--- config.mk ---
export PLATFORM = sky130hd
export DESIGN_NAME = pgdc_top
export DESIGN_NICKNAME = d
export VERILOG_FILES = /design/src/logic/pgdc_dir_reg.v /design/src/logic/pgdc_sync.v /design/src/logic/pgdc_top.v
export VERILOG_INCLUDE_DIRS = /design/src /design/src/logic
export SDC_FILE = /design/constraint.sdc
export NUM_CORES = 1
export LEC_CHECK = 0
export BUFFER_PORTS_ARGS = -buffer_cell sky130_fd_sc_hd__buf_2
export CORE_MARGIN = 5
export CORE_UTILIZATION = 55
export CTS_CLUSTER_SIZE = 12
export DETAILED_ROUTE_END_ITERATION = 6
export GPL_ROUTABILITY_DRIVEN = 0
export PLACE_DENSITY = 0.9
export REMOVE_ABC_BUFFERS = 1
export SETUP_SLACK_MARGIN = 0.05
export SLEW_MARGIN = 5
export SYNTH_ARGS = -nofsm -noshare
export SYNTH_HDL_FRONTEND = slang
export SYNTH_SLANG_ARGS = --single-unit
--- constraint.sdc ---
create_clock -name clk_sys -period 4.7 [get_ports clk_sys]
set_input_delay 0 -clock clk_sys [delete_from_list [all_inputs] [get_ports clk_sys]]
set_output_delay 0 -clock clk_sys [all_outputs]
set_load 0.05 [all_outputs]
--- src/logic/pgdc_consts.vh ---
// register addresses, reset values and pin masks for the port group direction block
`ifndef PGDC_CONSTS_VH
`define PGDC_CONSTS_VH
`define PGDC_ADDR_W 20
`define PGDC_DIR0_ADDR 20'hFFF20
`define PGDC_DIR1_ADDR 20'hFFF21
`define PGDC_DIR2_ADDR 20'hFFF22
`define PGDC_DIR3_ADDR 20'hFFF23
`define PGDC_DIR4_ADDR 20'hFFF24
`define PGDC_DIR5_ADDR 20'hFFF25
`define PGDC_DIR6_ADDR 20'hFFF26
`define PGDC_DIR7_ADDR 20'hFFF27
`define PGDC_DIR12_ADDR 20'hFFF2C
`define PGDC_DIR14_ADDR 20'hFFF2E
`define PGDC_DIR15_ADDR 20'hFFF2F
`define PGDC_DATA12_ADDR 20'hFFF0C
`define PGDC_DATA13_ADDR 20'hFFF0D
`define PGDC_DATA14_ADDR 20'hFFF0E
`define PGDC_DATA15_ADDR 20'hFFF0F
`define PGDC_PORT_TWELVE_PULLUP_REG_ADDR 20'hF003C
`define PGDC_PORT_FOURTEEN_PULLUP_REG_ADDR 20'hF003E
`define PGDC_AS12_ADDR 20'hF006C
`define PGDC_CPC_ADDR 20'hF0076
`define PGDC_DIR_RST 8'hFF
`define PGDC_DATA_RST 8'h00
`define PGDC_PU_RST 8'h00
`define PGDC_AS_RST 8'hFF
`define PGDC_CPC_RST 8'h00
`define PGDC_MASK0 8'h7F
`define PGDC_MASK1 8'h7F
`define PGDC_MASK2 8'hFF
`define PGDC_MASK3 8'h03
`define PGDC_MASK4 8'h0F
`define PGDC_MASK5 8'h03
`define PGDC_MASK6 8'h0F
`define PGDC_MASK7 8'hFF
`define PGDC_MASK12 8'h01
`define PGDC_MASK14 8'h03
`define PGDC_MASK15 8'h1F
`define PGDC_CHAN_FIRST15 4'h8
`define PGDC_CHAN_W 4
`endif

--- src/logic/pgdc_dir_reg.v ---
// one port direction register with hardwired input positions
`timescale 1ns/10ps
`default_nettype none
module pgdc_dir_reg #(
    parameter [7:0] MASK = 8'hFF,
    parameter [7:0] RST = 8'hFF
) (
    input wire clk_sys,
    input wire rst_n,
    input wire sel,
    input wire wr_en,
    input wire [7:0] wr_be,
    input wire [7:0] wr_data,
    output wire [7:0] dir
);
    reg [7:0] dir_r;
    wire [7:0] dir_nxt;
    assign dir_nxt = (dir_r & ~wr_be) | (wr_data & wr_be);
    always @(posedge clk_sys or negedge rst_n) begin
        if (!rst_n) begin
            dir_r <= RST;
        end else if (sel && wr_en) begin
            dir_r <= dir_nxt;
        end
    end
    assign dir = dir_r | ~MASK;
endmodule
`default_nettype wire

--- src/logic/pgdc_sync.v ---
// two flip-flop synchroniser for a bundle of pin inputs
`timescale 1ns/10ps
`default_nettype none
module pgdc_sync #(
    parameter W = 8
) (
    input wire clk_sys,
    input wire rst_n,
    input wire [W-1:0] d,
    output wire [W-1:0] q
);
    reg [W-1:0] s1_r;
    reg [W-1:0] s2_r;
    always @(posedge clk_sys or negedge rst_n) begin
        if (!rst_n) begin
            s1_r <= {W{1'b0}};
            s2_r <= {W{1'b0}};
        end else begin
            s1_r <= d;
            s2_r <= s1_r;
        end
    end
    assign q = s2_r;
endmodule
`default_nettype wire

--- src/logic/pgdc_top.v ---
// port group direction control: direction registers and ports 12 to 15
`timescale 1ns/10ps
`default_nettype none
`include "pgdc_consts.vh"
module pgdc_top #(
    parameter [7:0] PKG_MASK12 = `PGDC_MASK12,
    parameter [7:0] PKG_MASK14 = `PGDC_MASK14,
    parameter [7:0] PKG_MASK15 = `PGDC_MASK15
) (
    input wire clk_sys,
    input wire reset_n,
    input wire [19:0] cpu_addr,
    input wire cpu_wr,
    input wire cpu_rd,
    input wire cpu_bit_op,
    input wire [2:0] cpu_bit_sel,
    input wire [7:0] cpu_wdata,
    output reg [7:0] cpu_rdata,
    input wire [3:0] converter_channel_selector,
    input wire pt12_pin0_in,
    output wire pt12_pin0_out,
    output wire pt12_pin0_oe_n,
    output wire pt12_pin0_pullup,
    output wire pt12_pin0_analog,
    input wire [3:0] pt12_in_pins,
    output wire pt13_out_pin,
    input wire pt13_in_pin,
    input wire [1:0] pt14_pin_in,
    output wire [1:0] pt14_pin_out,
    output wire [1:0] pt14_pin_oe_n,
    output wire [1:0] pt14_pin_pullup,
    input wire [4:0] pt15_pin_in,
    output wire [4:0] pt15_pin_out,
    output wire [4:0] pt15_pin_oe_n,
    output wire [4:0] pt15_pin_analog,
    output wire [4:0] pt15_convert_sel,
    output wire [63:0] low_port_dir
);
    reg rst_s1_r;
    reg rst_n_r;
    wire rst_n;
    wire [7:0] be;
    wire wr_any;
    wire [7:0] dir12;
    wire [7:0] dir14;
    wire [7:0] dir15;
    reg [7:0] lat12_r;
    reg lat13_r;
    reg [7:0] lat14_r;
    reg [7:0] lat15_r;
    reg [7:0] port_twelve_pullup_reg_r;
    reg [7:0] port_fourteen_pullup_reg_r;
    reg [7:0] as12_r;
    reg [7:0] cpc_r;
    wire [4:0] p12_sync;
    wire p13_sync;
    wire [1:0] p14_sync;
    wire [4:0] p15_sync;
    wire [4:0] an15;
    wire [7:0] rd12;
    wire [7:0] rd13;
    wire [7:0] rd14;
    wire [7:0] rd15;
    wire [63:0] low_dir;
    reg [7:0] rd_mux;
    reg rd_hit;
    genvar g;

    // reset release through two flops
    always @(posedge clk_sys or negedge reset_n) begin
        if (!reset_n) begin
            rst_s1_r <= 1'b0;
            rst_n_r <= 1'b0;
        end else begin
            rst_s1_r <= 1'b1;
            rst_n_r <= rst_s1_r;
        end
    end
    assign rst_n = rst_n_r;

    // byte lanes of a one-bit or whole-byte access
    function [7:0] lane_mask;
        input bit_op;
        input [2:0] sel;
        begin
            if (bit_op) begin
                lane_mask = 8'h01 << sel;
            end else begin
                lane_mask = 8'hFF;
            end
        end
    endfunction

    function hit;
        input [19:0] a;
        input [19:0] b;
        begin
            hit = (a == b);
        end
    endfunction

    assign be = lane_mask(cpu_bit_op, cpu_bit_sel);
    assign wr_any = cpu_wr;

    // direction registers, ports 0 to 7
    generate
        for (g = 0; g < 8; g = g + 1) begin : low_dir_gen
            localparam [7:0] MK = (g == 0) ? `PGDC_MASK0 : (g == 1) ? `PGDC_MASK1 :
                (g == 2) ? `PGDC_MASK2 : (g == 3) ? `PGDC_MASK3 :
                (g == 4) ? `PGDC_MASK4 : (g == 5) ? `PGDC_MASK5 :
                (g == 6) ? `PGDC_MASK6 : `PGDC_MASK7;
            // full-width sum, cut to the bus width on purpose
            localparam [31:0] AD32 = `PGDC_DIR0_ADDR + g;
            pgdc_dir_reg #(.MASK(MK), .RST(`PGDC_DIR_RST)) u_dir (
                .clk_sys(clk_sys),
                .rst_n(rst_n),
                .sel(hit(cpu_addr, AD32[19:0])),
                .wr_en(wr_any),
                .wr_be(be),
                .wr_data(cpu_wdata),
                .dir(low_dir[8*g+7:8*g])
            );
        end
    endgenerate
    assign low_port_dir = low_dir;

    pgdc_dir_reg #(.MASK(PKG_MASK12), .RST(`PGDC_DIR_RST)) u_dir12 (
        .clk_sys(clk_sys),
        .rst_n(rst_n),
        .sel(hit(cpu_addr, `PGDC_DIR12_ADDR)),
        .wr_en(wr_any),
        .wr_be(be),
        .wr_data(cpu_wdata),
        .dir(dir12)
    );
    pgdc_dir_reg #(.MASK(PKG_MASK14), .RST(`PGDC_DIR_RST)) u_dir14 (
        .clk_sys(clk_sys),
        .rst_n(rst_n),
        .sel(hit(cpu_addr, `PGDC_DIR14_ADDR)),
        .wr_en(wr_any),
        .wr_be(be),
        .wr_data(cpu_wdata),
        .dir(dir14)
    );
    pgdc_dir_reg #(.MASK(PKG_MASK15), .RST(`PGDC_DIR_RST)) u_dir15 (
        .clk_sys(clk_sys),
        .rst_n(rst_n),
        .sel(hit(cpu_addr, `PGDC_DIR15_ADDR)),
        .wr_en(wr_any),
        .wr_be(be),
        .wr_data(cpu_wdata),
        .dir(dir15)
    );

    // latches, pull-up and analog select registers
    always @(posedge clk_sys or negedge rst_n) begin
        // latches, pull-ups, analog select and converter config reset
        if (!rst_n) begin
            lat12_r <= `PGDC_DATA_RST;
            lat13_r <= 1'b0;
            lat14_r <= `PGDC_DATA_RST;
            lat15_r <= `PGDC_DATA_RST;
            port_twelve_pullup_reg_r <= `PGDC_PU_RST;
            port_fourteen_pullup_reg_r <= `PGDC_PU_RST;
            as12_r <= `PGDC_AS_RST;
            cpc_r <= `PGDC_CPC_RST;
        end else if (cpu_wr) begin
            // port 12 pin 0 latch only
            if (hit(cpu_addr, `PGDC_DATA12_ADDR)) begin
                lat12_r <= ((lat12_r & ~be) | (cpu_wdata & be)) & 8'h01;
            end
            if (hit(cpu_addr, `PGDC_DATA13_ADDR) && be[0]) begin
                lat13_r <= cpu_wdata[0];
            end
            if (hit(cpu_addr, `PGDC_DATA14_ADDR)) begin
                lat14_r <= ((lat14_r & ~be) | (cpu_wdata & be)) & PKG_MASK14;
            end
            if (hit(cpu_addr, `PGDC_DATA15_ADDR)) begin
                lat15_r <= ((lat15_r & ~be) | (cpu_wdata & be)) & PKG_MASK15;
            end
            if (hit(cpu_addr, `PGDC_PORT_TWELVE_PULLUP_REG_ADDR)) begin
                port_twelve_pullup_reg_r <= ((port_twelve_pullup_reg_r & ~be) | (cpu_wdata & be)) & PKG_MASK12;
            end
            if (hit(cpu_addr, `PGDC_PORT_FOURTEEN_PULLUP_REG_ADDR)) begin
                port_fourteen_pullup_reg_r <= ((port_fourteen_pullup_reg_r & ~be) | (cpu_wdata & be)) & PKG_MASK14;
            end
            // analog select, unused bits stay one
            if (hit(cpu_addr, `PGDC_AS12_ADDR)) begin
                as12_r <= ((as12_r & ~be) | (cpu_wdata & be)) | ~PKG_MASK12;
            end
            // byte writes only for converter config
            if (hit(cpu_addr, `PGDC_CPC_ADDR) && !cpu_bit_op) begin
                cpc_r <= {4'h0, cpu_wdata[3:0]};
            end
        end
    end

    // pins cross into clk_sys through two flops
    pgdc_sync #(.W(13)) u_sync (
        .clk_sys(clk_sys),
        .rst_n(rst_n),
        .d({pt15_pin_in, pt14_pin_in, pt13_in_pin, pt12_in_pins, pt12_pin0_in}),
        .q({p15_sync, p14_sync, p13_sync, p12_sync})
    );

    // pin 0 drive, zero means output
    assign pt12_pin0_out = lat12_r[0];
    assign pt12_pin0_oe_n = dir12[0] | as12_r[0];
    assign pt12_pin0_analog = as12_r[0];
    assign pt12_pin0_pullup = port_twelve_pullup_reg_r[0] & dir12[0] & ~as12_r[0];

    // latch cleared by reset, so pin falls low
    assign pt13_out_pin = lat13_r;

    assign pt14_pin_out = lat14_r[1:0];
    assign pt14_pin_oe_n = dir14[1:0];
    assign pt14_pin_pullup = port_fourteen_pullup_reg_r[1:0] & dir14[1:0];

    // pins in analog mode: all when converter config is 0, none for 1 to 8, else those with index below the config minus 8
    generate
        for (g = 0; g < 5; g = g + 1) begin : p15_gen
            localparam [31:0] CH32 = `PGDC_CHAN_FIRST15 + g;
            // analog pins taken from the low end
            assign an15[g] = (cpc_r[3:0] == 4'h0) ? 1'b1 :
                (cpc_r[3:0] <= 4'h8) ? 1'b0 : (g < cpc_r[3:0] - 4'h8);
            assign pt15_convert_sel[g] = an15[g] & dir15[g] & PKG_MASK15[g] &
                (converter_channel_selector == CH32[3:0]);
        end
    endgenerate
    assign pt15_pin_analog = an15;
    assign pt15_pin_out = lat15_r[4:0];
    // analog plus output is forbidden; driver kept off as a safe answer
    assign pt15_pin_oe_n = dir15[4:0] | an15;

    // pin level in input, latch in output; analog reads zero
    // pins 1 to 4 read only
    assign rd12 = {3'h0, p12_sync[4:1] & PKG_MASK12[4:1] | p12_sync[4:1],
        dir12[0] ? (p12_sync[0] & ~as12_r[0]) : lat12_r[0]};
    // pin 7 level, pin 0 latch
    assign rd13 = {p13_sync, 6'h00, lat13_r};
    assign rd14 = {6'h00, (dir14[1:0] & p14_sync) | (~dir14[1:0] & lat14_r[1:0])};
    assign rd15 = {3'h0, (dir15[4:0] & p15_sync & ~an15) | (~dir15[4:0] & lat15_r[4:0])};

    always @* begin
        rd_mux = 8'h00;
        rd_hit = 1'b1;
        case (cpu_addr)
            `PGDC_DIR0_ADDR: rd_mux = low_dir[7:0];
            `PGDC_DIR1_ADDR: rd_mux = low_dir[15:8];
            `PGDC_DIR2_ADDR: rd_mux = low_dir[23:16];
            `PGDC_DIR3_ADDR: rd_mux = low_dir[31:24];
            `PGDC_DIR4_ADDR: rd_mux = low_dir[39:32];
            `PGDC_DIR5_ADDR: rd_mux = low_dir[47:40];
            `PGDC_DIR6_ADDR: rd_mux = low_dir[55:48];
            `PGDC_DIR7_ADDR: rd_mux = low_dir[63:56];
            `PGDC_DIR12_ADDR: rd_mux = dir12;
            `PGDC_DIR14_ADDR: rd_mux = dir14;
            `PGDC_DIR15_ADDR: rd_mux = dir15;
            `PGDC_DATA12_ADDR: rd_mux = rd12;
            `PGDC_DATA13_ADDR: rd_mux = rd13;
            `PGDC_DATA14_ADDR: rd_mux = rd14;
            `PGDC_DATA15_ADDR: rd_mux = rd15;
            `PGDC_PORT_TWELVE_PULLUP_REG_ADDR: rd_mux = port_twelve_pullup_reg_r;
            `PGDC_PORT_FOURTEEN_PULLUP_REG_ADDR: rd_mux = port_fourteen_pullup_reg_r;
            `PGDC_AS12_ADDR: rd_mux = as12_r;
            `PGDC_CPC_ADDR: rd_mux = cpc_r;
            default: rd_hit = 1'b0;
        endcase
    end

    // registered read data; unmapped reads zero
    always @(posedge clk_sys or negedge rst_n) begin
        if (!rst_n) begin
            cpu_rdata <= 8'h00;
        end else if (cpu_rd) begin
            cpu_rdata <= rd_hit ? rd_mux : 8'h00;
        end
    end
endmodule
`default_nettype wire

==> reports/summary.txt, run 1 <==
final hold viol count: 0
critical setup path kind: flip-flop to primary output
Die Width: 111 microns
CTS Buffer Depth: 2
DR vias: 5251
fill count: 760
Top-Level Pins: 156
EDFF count, synth: 0
vias in the first global route: 5232
clock latency at the later pin of the worst-skew pair: 0.37 ns
Die H: 111 microns
leak pwr: 3.14 nW
Max VDD drop: 0.184 mV
Comb power frac: 11.1%
Iter 0 DRT Violations: 783
Tot GR Track Use: 27.0%
area added between synthesis and finish: 19.0%
Reg power frac: 53.2%
Std-Cell Rows: 37
cells after synthesis: 560
Worst-path clk slew: 0.10 ns
Nets: 750
Non-Filler Instances: 838
Netlist cell types: 68
CP max-delay cell: nor4_1
max cap viols: 0
largest net degree at the start of global routing: 70
worst-margin pin slew: 1.18 ns
PwrDens: 258 nW/um^2
CTS buffer count: 9
pre-CTS WS: 2.28 ns
Syn Area/Cell: 10.0 sq um
detailed placement HPWL: 12100 microns
register area share after synthesis: 47.0%
crit-path cells: nor4_1 > a21oi_1 > nor4_1 > buf_2
share of cells above drive strength 1: 30.9%
post-route setup slack: 2.27 ns
# diodes: 0
CTS tree: yes
H-Tree Depth: 3
Top cell by count, worst path: nor4_1
PortBufs: 133
yosys warns: 0
HP Class: input port to flip-flop
synthesized cell area: 5620 sq um
Setup TNS: 0 ns
WL final: 16900 microns
Crit Path Max Fanout: 9
CP required: 4.70 ns
status: complete, no violations
Min Hold Slack: 0.0112 ns
max frequency: 412 MHz
# DRC: 0
initial antenna violation count: 0
Slew HR: 21.1%
Sinks on Clock Net: 103
Max Clock Skew: 0.0121 ns
ANT nets after route: 0
Initial Util: 55.5%
Sw Pwr: 0.472 mW
min Tclk post-route: 2.43 ns
Final period util: 51.6%
GRT overflow: 0
Cells after DPL: 800
crit-path max cell delay: 0.72 ns
Worst Setup Start Kind: flip-flop
clock network power share: 35.6%
root buf cell: clkbuf_8
Worst Path Arrival: 2.43 ns
flip-flop and latch count after synthesis: 103
ys async rst share: 100%
Pins Over Slew Limit: 0
Sw Share: 27.3%
WL/cell: 20.2 microns
Die ar.: 12300 sq um
ys flop type: dfrtp_1
Via-to-Cell Ratio: 6.27
Top Family by Delay on Critical Path: simple AND/OR/NAND/NOR gates
RSZ-0062 raised after global routing: no
crit path capture type: primary output
first-pass GRT wire length: 27000 microns
final setup fails: 0
DR pass1 iterations: 7
Buf/Inv on CP: 1
P_int: 1.26 mW
CORE AREA: 10100 sq um
[metrics by stage]
stage / utilization (%) / power (mW) / area [sq um]
after floorplan: - / 1.03 / 5410
after global placement: 61.7 / 1.10 / 6260
after detailed placement: 61.7 / 1.11 / 6260
after CTS: 66.0 / 1.72 / 6690
after global routing: 66.0 / 1.78 / 6690
final: 66.0 / 1.73 / 6690
[cell usage after synthesis, types with 8 or more instances]
master | count | area share (%)
nand2_1 | 60 | 4.0
mux2_1 | 58 | 12
dfrtp_1 | 52 | 23
dfstp_2 | 51 | 24
nor2_1 | 43 | 2.9
nand3_1 | 32 | 2.8
buf_4 | 23 | 3.1
clkbuf_1 | 16 | 1.1
inv_1 | 16 | 1.1
nor3_1 | 15 | 1.3
o21ai_0 | 13 | 1.2
a21oi_1 | 12 | 1.1
nand4_1 | 11 | 1.2
and2_1 | 10 | 1.1
buf_2 | 10 | 0.89
nand2b_1 | 10 | 1.1
mux2i_1 | 9 | 1.6
nor2b_1 | 9 | 1.0
o21ai_1 | 8 | 0.71
[what timing repair did]
item	CTS	global route
endpoints found under the setup margin	0	0
endpoints found under the hold margin	37	0
hold buffers	22	0
gates resized for setup	0	0
setup buffers	0	0
[kinds of logic (layout without fill, tap and decap cells)]
kind of cell,after synthesis,after routing,share of synthesized area [%]
DFF,103,103,47.0
other,1,23,0.0667
buffers and inverters,68,188,6.30
and+or+nand+nor,230,230,21.5
AOI/OAI and AO/OA,85,85,10.5
muxes,72,72,14.5
xor gates and xnor gates,1,1,0.156
[routing by layer]
| layer | up-vias | global-route usage, % | part of all wire [%] |
|---|---|---|---|
| li1 | 2251 | - | - |
| met1 | 2476 | 34.2 | 37 |
| met2 | 403 | 41.0 | 45 |
| met3 | 121 | 6.88 | 11 |
| met4 | 0 | 17.5 | 6.5 |
| met5 | - | 0 | 0 |
[power by group through the flow]
stage	registers, mW	logic, mW	clock network, mW
final	0.921	0.192	0.616
after CTS	0.921	0.187	0.616
after floorplan	0.946	0.0830	0
after detailed placement	0.936	0.172	0
after global routing	0.924	0.204	0.655
after global placement	0.935	0.168	0
[layout make-up]
cell class                 instances  area [sq um]  area share [%]
sequential                       103          2650            39.5
clock inverter                     5          81.3            1.22
multi-input combinational        411          2710            40.5
tap                              136           170            2.54
timing repair buffer             156           893            13.3
clock buffer                      11           131            1.96
inverter                          16          60.1           0.897
[cells in the final DEF (no fill, tap or decap), types with 3 or more instances in the layout]
cell	instances
clkbuf_8	9
dfstp_2	51
dfrtp_1	51
inv_1	16
nand3_1	32
nor4_1	6
o32ai_1	4
a211oi_1	4
nand2_1	60
a31oi_1	6
mux2_1	58
dlygate4sd3_1	22
nand2b_1	10
nor3_1	15
mux2i_1	9
and2_1	10
buf_2	133
nand3b_1	6
or4_1	5
a21oi_1	12
o21ai_0	13
conb_1	23
nand4_1	11
a22oi_1	6
o22ai_1	3
and3_1	6
nor2b_1	9
o21ai_1	8
nor2_1	43
[final timing paths]
path / slack [ns] / end / startpoint / depth (start not counted)
max in group asynchronous: 3.23 / async pin / rst_n$_DFF_PN0_ / 1
max: 2.27 / pt15_convert_sel[2] / cpc_r[3]$_DFFE_PN0P_ / 4
min: 0.01 / flip-flop / cpu_wdata[3] / 2
min in group asynchronous: 0.46 / u_sync.s1_r[10]$_DFF_PN0_ / rst_n$_DFF_PN0_ / 0
min reg2reg: 0.35 / u_sync.q[2]$_DFF_PN0_ / u_sync.s1_r[2]$_DFF_PN0_ / 0
max reg2reg: 2.50 / cpu_rdata[0]$_DFFE_PN0P_ / cpc_r[3]$_DFFE_PN0P_ / 6
Power figures use the tool's default switching activity.
==> run 2: changes to the inputs <==
--- a/config.mk
+++ b/config.mk
@@ -6,13 +6,14 @@
 export SDC_FILE = /design/constraint.sdc
 export NUM_CORES = 1
 export LEC_CHECK = 0
+export ABC_AREA = 1
 export BUFFER_PORTS_ARGS = -buffer_cell sky130_fd_sc_hd__buf_2
 export CORE_MARGIN = 5
-export CORE_UTILIZATION = 55
+export CORE_UTILIZATION = 54
 export CTS_CLUSTER_SIZE = 12
 export DETAILED_ROUTE_END_ITERATION = 6
 export GPL_ROUTABILITY_DRIVEN = 0
-export PLACE_DENSITY = 0.9
+export PLACE_DENSITY = 0.88
 export REMOVE_ABC_BUFFERS = 1
 export SETUP_SLACK_MARGIN = 0.05
 export SLEW_MARGIN = 5
==> constraint.sdc (replaced) <==
create_clock -name clk_sys -period 2.5 [get_ports clk_sys]
set_input_delay 0 -clock clk_sys [delete_from_list [all_inputs] [get_ports clk_sys]]
set_output_delay 0 -clock clk_sys [all_outputs]
set_load 0.05 [all_outputs]
==> reports/summary.txt, run 2 <==
Top Family by Delay on Critical Path: simple AND/OR/NAND/NOR gates (unchanged)
share of cells above drive strength 1: 24.2% (was 30.9%)
CTS tree: yes (unchanged)
CTS Buffer Depth: 2 (unchanged)
Netlist cell types: 36 (was 68)
GRT overflow: 0 (unchanged)
Die ar.: 13500 sq um (was 12300 sq um)
final setup fails: 0 (unchanged)
Crit Path Max Fanout: 6 (was 9)
Die Width: 116 microns (was 111 microns)
Final period util: 78.2%
post-route setup slack: 0.545 ns (was 2.27 ns)
yosys warns: 0 (unchanged)
Worst Path Arrival: 1.96 ns (was 2.43 ns)
synthesized cell area: 6080 sq um (was 5620 sq um)
Sinks on Clock Net: 103 (unchanged)
HP Start: cpu_wdata[1] (was cpu_wdata[3])
cells after synthesis: 846 (was 560)
Std-Cell Rows: 38 (was 37)
WL final: 18700 microns (was 16900 microns)
Max Clock Skew: 0.00591 ns (was 0.0121 ns)
Compound-Gate Fraction of Synth Area: 8.13% (was 10.5%)
# diodes: 0 (unchanged)
mux contribution to synthesized area: 0.515% (was 14.5%)
share of the synthesized area in the top cell type: 22.1% (was 23.8%)
Slew HR: 50.0% (was 21.1%)
DR pass1 iterations: 6 (was 7)
Buf/Inv on CP: 2 (was 1)
area added between synthesis and finish: 20.6% (was 19.0%)
flip-flop and latch count after synthesis: 103 (unchanged)
vias in the first global route: 5743 (was 5232)
post-synth top area cell: dfstp_2 (unchanged)
commonest non-fill, non-tap cell in the layout: nand2_1 (was buf_2)
most frequent cells in the layout: 207 x nand2_1, 133 x buf_2, 125 x inv_1, 122 x nor2_1 (was 133 x buf_2, 60 x nand2_1, 58 x mux2_1, 51 x dfstp_2, 51 x dfrtp_1)
DR vias: 6351 (was 5251)
Top-Level Pins: 156 (unchanged)
CTS buffer count: 9 (unchanged)
# DRC: 0 (unchanged)
Tot GR Track Use: 27.5% (was 27.0%)
main combinational cell family by area after synthesis: simple AND/OR/NAND/NOR gates (unchanged)
CP required: 2.50 ns (was 4.70 ns)
ys async rst share: 100% (unchanged)
crit path capture type: primary output (unchanged)
pre-CTS WS: 0.650 ns (was 2.28 ns)
H-Tree Depth: 3 (unchanged)
max frequency: 511 MHz
Simple-Gate Fraction of Synth Area: 35.4% (was 21.5%)
ANT nets after route: 0 (unchanged)
min Tclk post-route: 1.96 ns
startpoint of the worst register-to-register path: cpc_r[1]$_DFFE_PN0P_ (was cpc_r[3]$_DFFE_PN0P_)
first-pass GRT wire length: 28900 microns (was 27000 microns)
status: complete, no violations (unchanged)
Critical Path Start: cpc_r[1]$_DFFE_PN0P_ (was cpc_r[3]$_DFFE_PN0P_)
PwrDens: 475 nW/um^2 (was 258 nW/um^2)
top-count cell post-synth: nand2_1 (unchanged)
Placed Area: 6800 sq um (was 6260 sq um)
critical setup path kind: flip-flop to primary output (unchanged)
Final Cell Area: 7330 sq um (was 6690 sq um)
Syn Area/Cell: 7.18 sq um (was 10.0 sq um)
PortBufs: 133 (unchanged)
Adder-Cell Fraction of Synth Area: 0% (unchanged)
worst-margin pin slew: 0.745 ns (was 1.18 ns)
Initial Util: 55.6% (was 55.5%)
ys flop type: dfrtp_1 (unchanged)
root buf cell: clkbuf_16 (was clkbuf_8)
HP Class: input port to flip-flop (unchanged)
Die H: 116 microns (was 111 microns)
final hold viol count: 0 (unchanged)
top cells by count, synth: 207 x nand2_1, 125 x inv_1, 123 x nor2_1 (was 60 x nand2_1, 58 x mux2_1, 52 x dfrtp_1)
crit-path max cell delay: 0.43 ns (was 0.72 ns)
EDFF count, synth: 0 (unchanged)
detailed placement HPWL: 14000 microns (was 12100 microns)
RSZ-0062 raised after global routing: no (unchanged)
register area share after synthesis: 43.5% (was 47.0%)
WL/cell: 16.3 microns (was 20.2 microns)
CP max-delay cell: dfrtp_1 (was nor4_1)
clock latency at the later pin of the worst-skew pair: 0.35 ns (was 0.37 ns)
Post-Synth XOR/XNOR Area: 0% (was 0.156%)
max cap viols: 0 (unchanged)
crit-path cells: nor2_1 > nand3_1 > nand2_1 > inv_1 > nor4_1 > buf_2 (was nor4_1 > a21oi_1 > nor4_1 > buf_2)
leak pwr: 3.94 nW (was 3.14 nW)
largest net degree at the start of global routing: 61 (was 70)
Via-to-Cell Ratio: 5.52 (was 6.27)
CORE AREA: 10900 sq um (was 10100 sq um)
Iter 0 DRT Violations: 752 (was 783)
Worst-path clk slew: 0.07 ns (was 0.10 ns)
Nets: 1058 (was 750)
Synth area leaders: dfstp_2 22%, dfrtp_1 21%, nand2_1 13% (was dfstp_2 24%, dfrtp_1 23%, mux2_1 12%)
Max VDD drop: 0.373 mV (was 0.184 mV)
Worst Setup Start Kind: flip-flop (unchanged)
initial antenna violation count: 0 (unchanged)
Pins Over Slew Limit: 0 (unchanged)
run 2: worst paths after layout:
kind | cells past startpoint | to | slack, ns
worst max-delay path | 6 | pt15_convert_sel[2] | 0.54
worst min-delay path | 3 | flip-flop | 0.03
worst max register to register | 10 | cpu_rdata[1]$_DFFE_PN0P_ | 0.77
worst min register to register | 0 | u_sync.s1_r[11]$_DFF_PN0_ | 0.32
max in group asynchronous | 1 | async pin | 1.42
min in group asynchronous | 0 | u_sync.s1_r[11]$_DFF_PN0_ | 0.32
run 2: kinds of logic after synthesis:
family	Yosys count
AOI/OAI and AO/OA	93
buffers and inverters	168
DFF	103
muxes	3
other	1
and+or+nand+nor	478
run 2: metal layers:
layer  GRT usage, %  up-vias  part of all wire, %
met4           8.43        0                  3.2
met1           37.2     2861                   38
met5              0        -                    0
li1               -     2946                    -
met3           6.79       62                   13
met2           43.8      482                   45
run 2: tightest hold or removal path: cells and delay by family:
| family | cells | cell delay [ns] |
|---|---|---|
| buffers and inverters | 2 | 0.23 |
| muxes | 1 | 0.15 |
run 2: final cells by class:
class,count,area [sq um]
multi-input cells,597,2770
well taps,140,175
inverters,133,499
repair buffers,161,946
fillers,907,3610
flip-flops and latches,103,2650
clock buffers,10,229
clock inverters,6,70.1
run 2: metrics by stage:
| step | hold WS, ns | utilization (%) | std cells | setup TNS [ns] | total power, mW |
|---|---|---|---|---|---|
| after floorplan | -0.296 | - | 833 | -24.81 | 1.91 |
| after global placement | -0.213 | 62.2 | 1111 | 0 | 2.02 |
| after detailed placement | -0.214 | 62.2 | 1111 | 0 | 2.03 |
| after CTS | 0.0381 | 67.0 | 1150 | 0 | 3.48 |
| after global routing | 0.0683 | 67.0 | 1150 | 0 | 3.58 |
| final | 0.0349 | 67.0 | 1150 | 0 | 3.48 |
run 2: timing repair:
item                      CTS  global route
gates resized for setup     0             0
buffers inserted            0             0
hold buffers               23             0
hold endpoints to repair   44             0
run 2: where the power goes:
part           internal, mW  leakage [nW]  switching [mW]
Combinational        0.0819          2.62           0.237
Clock                 0.787         0.141           0.659
Sequential             1.69          1.18          0.0207
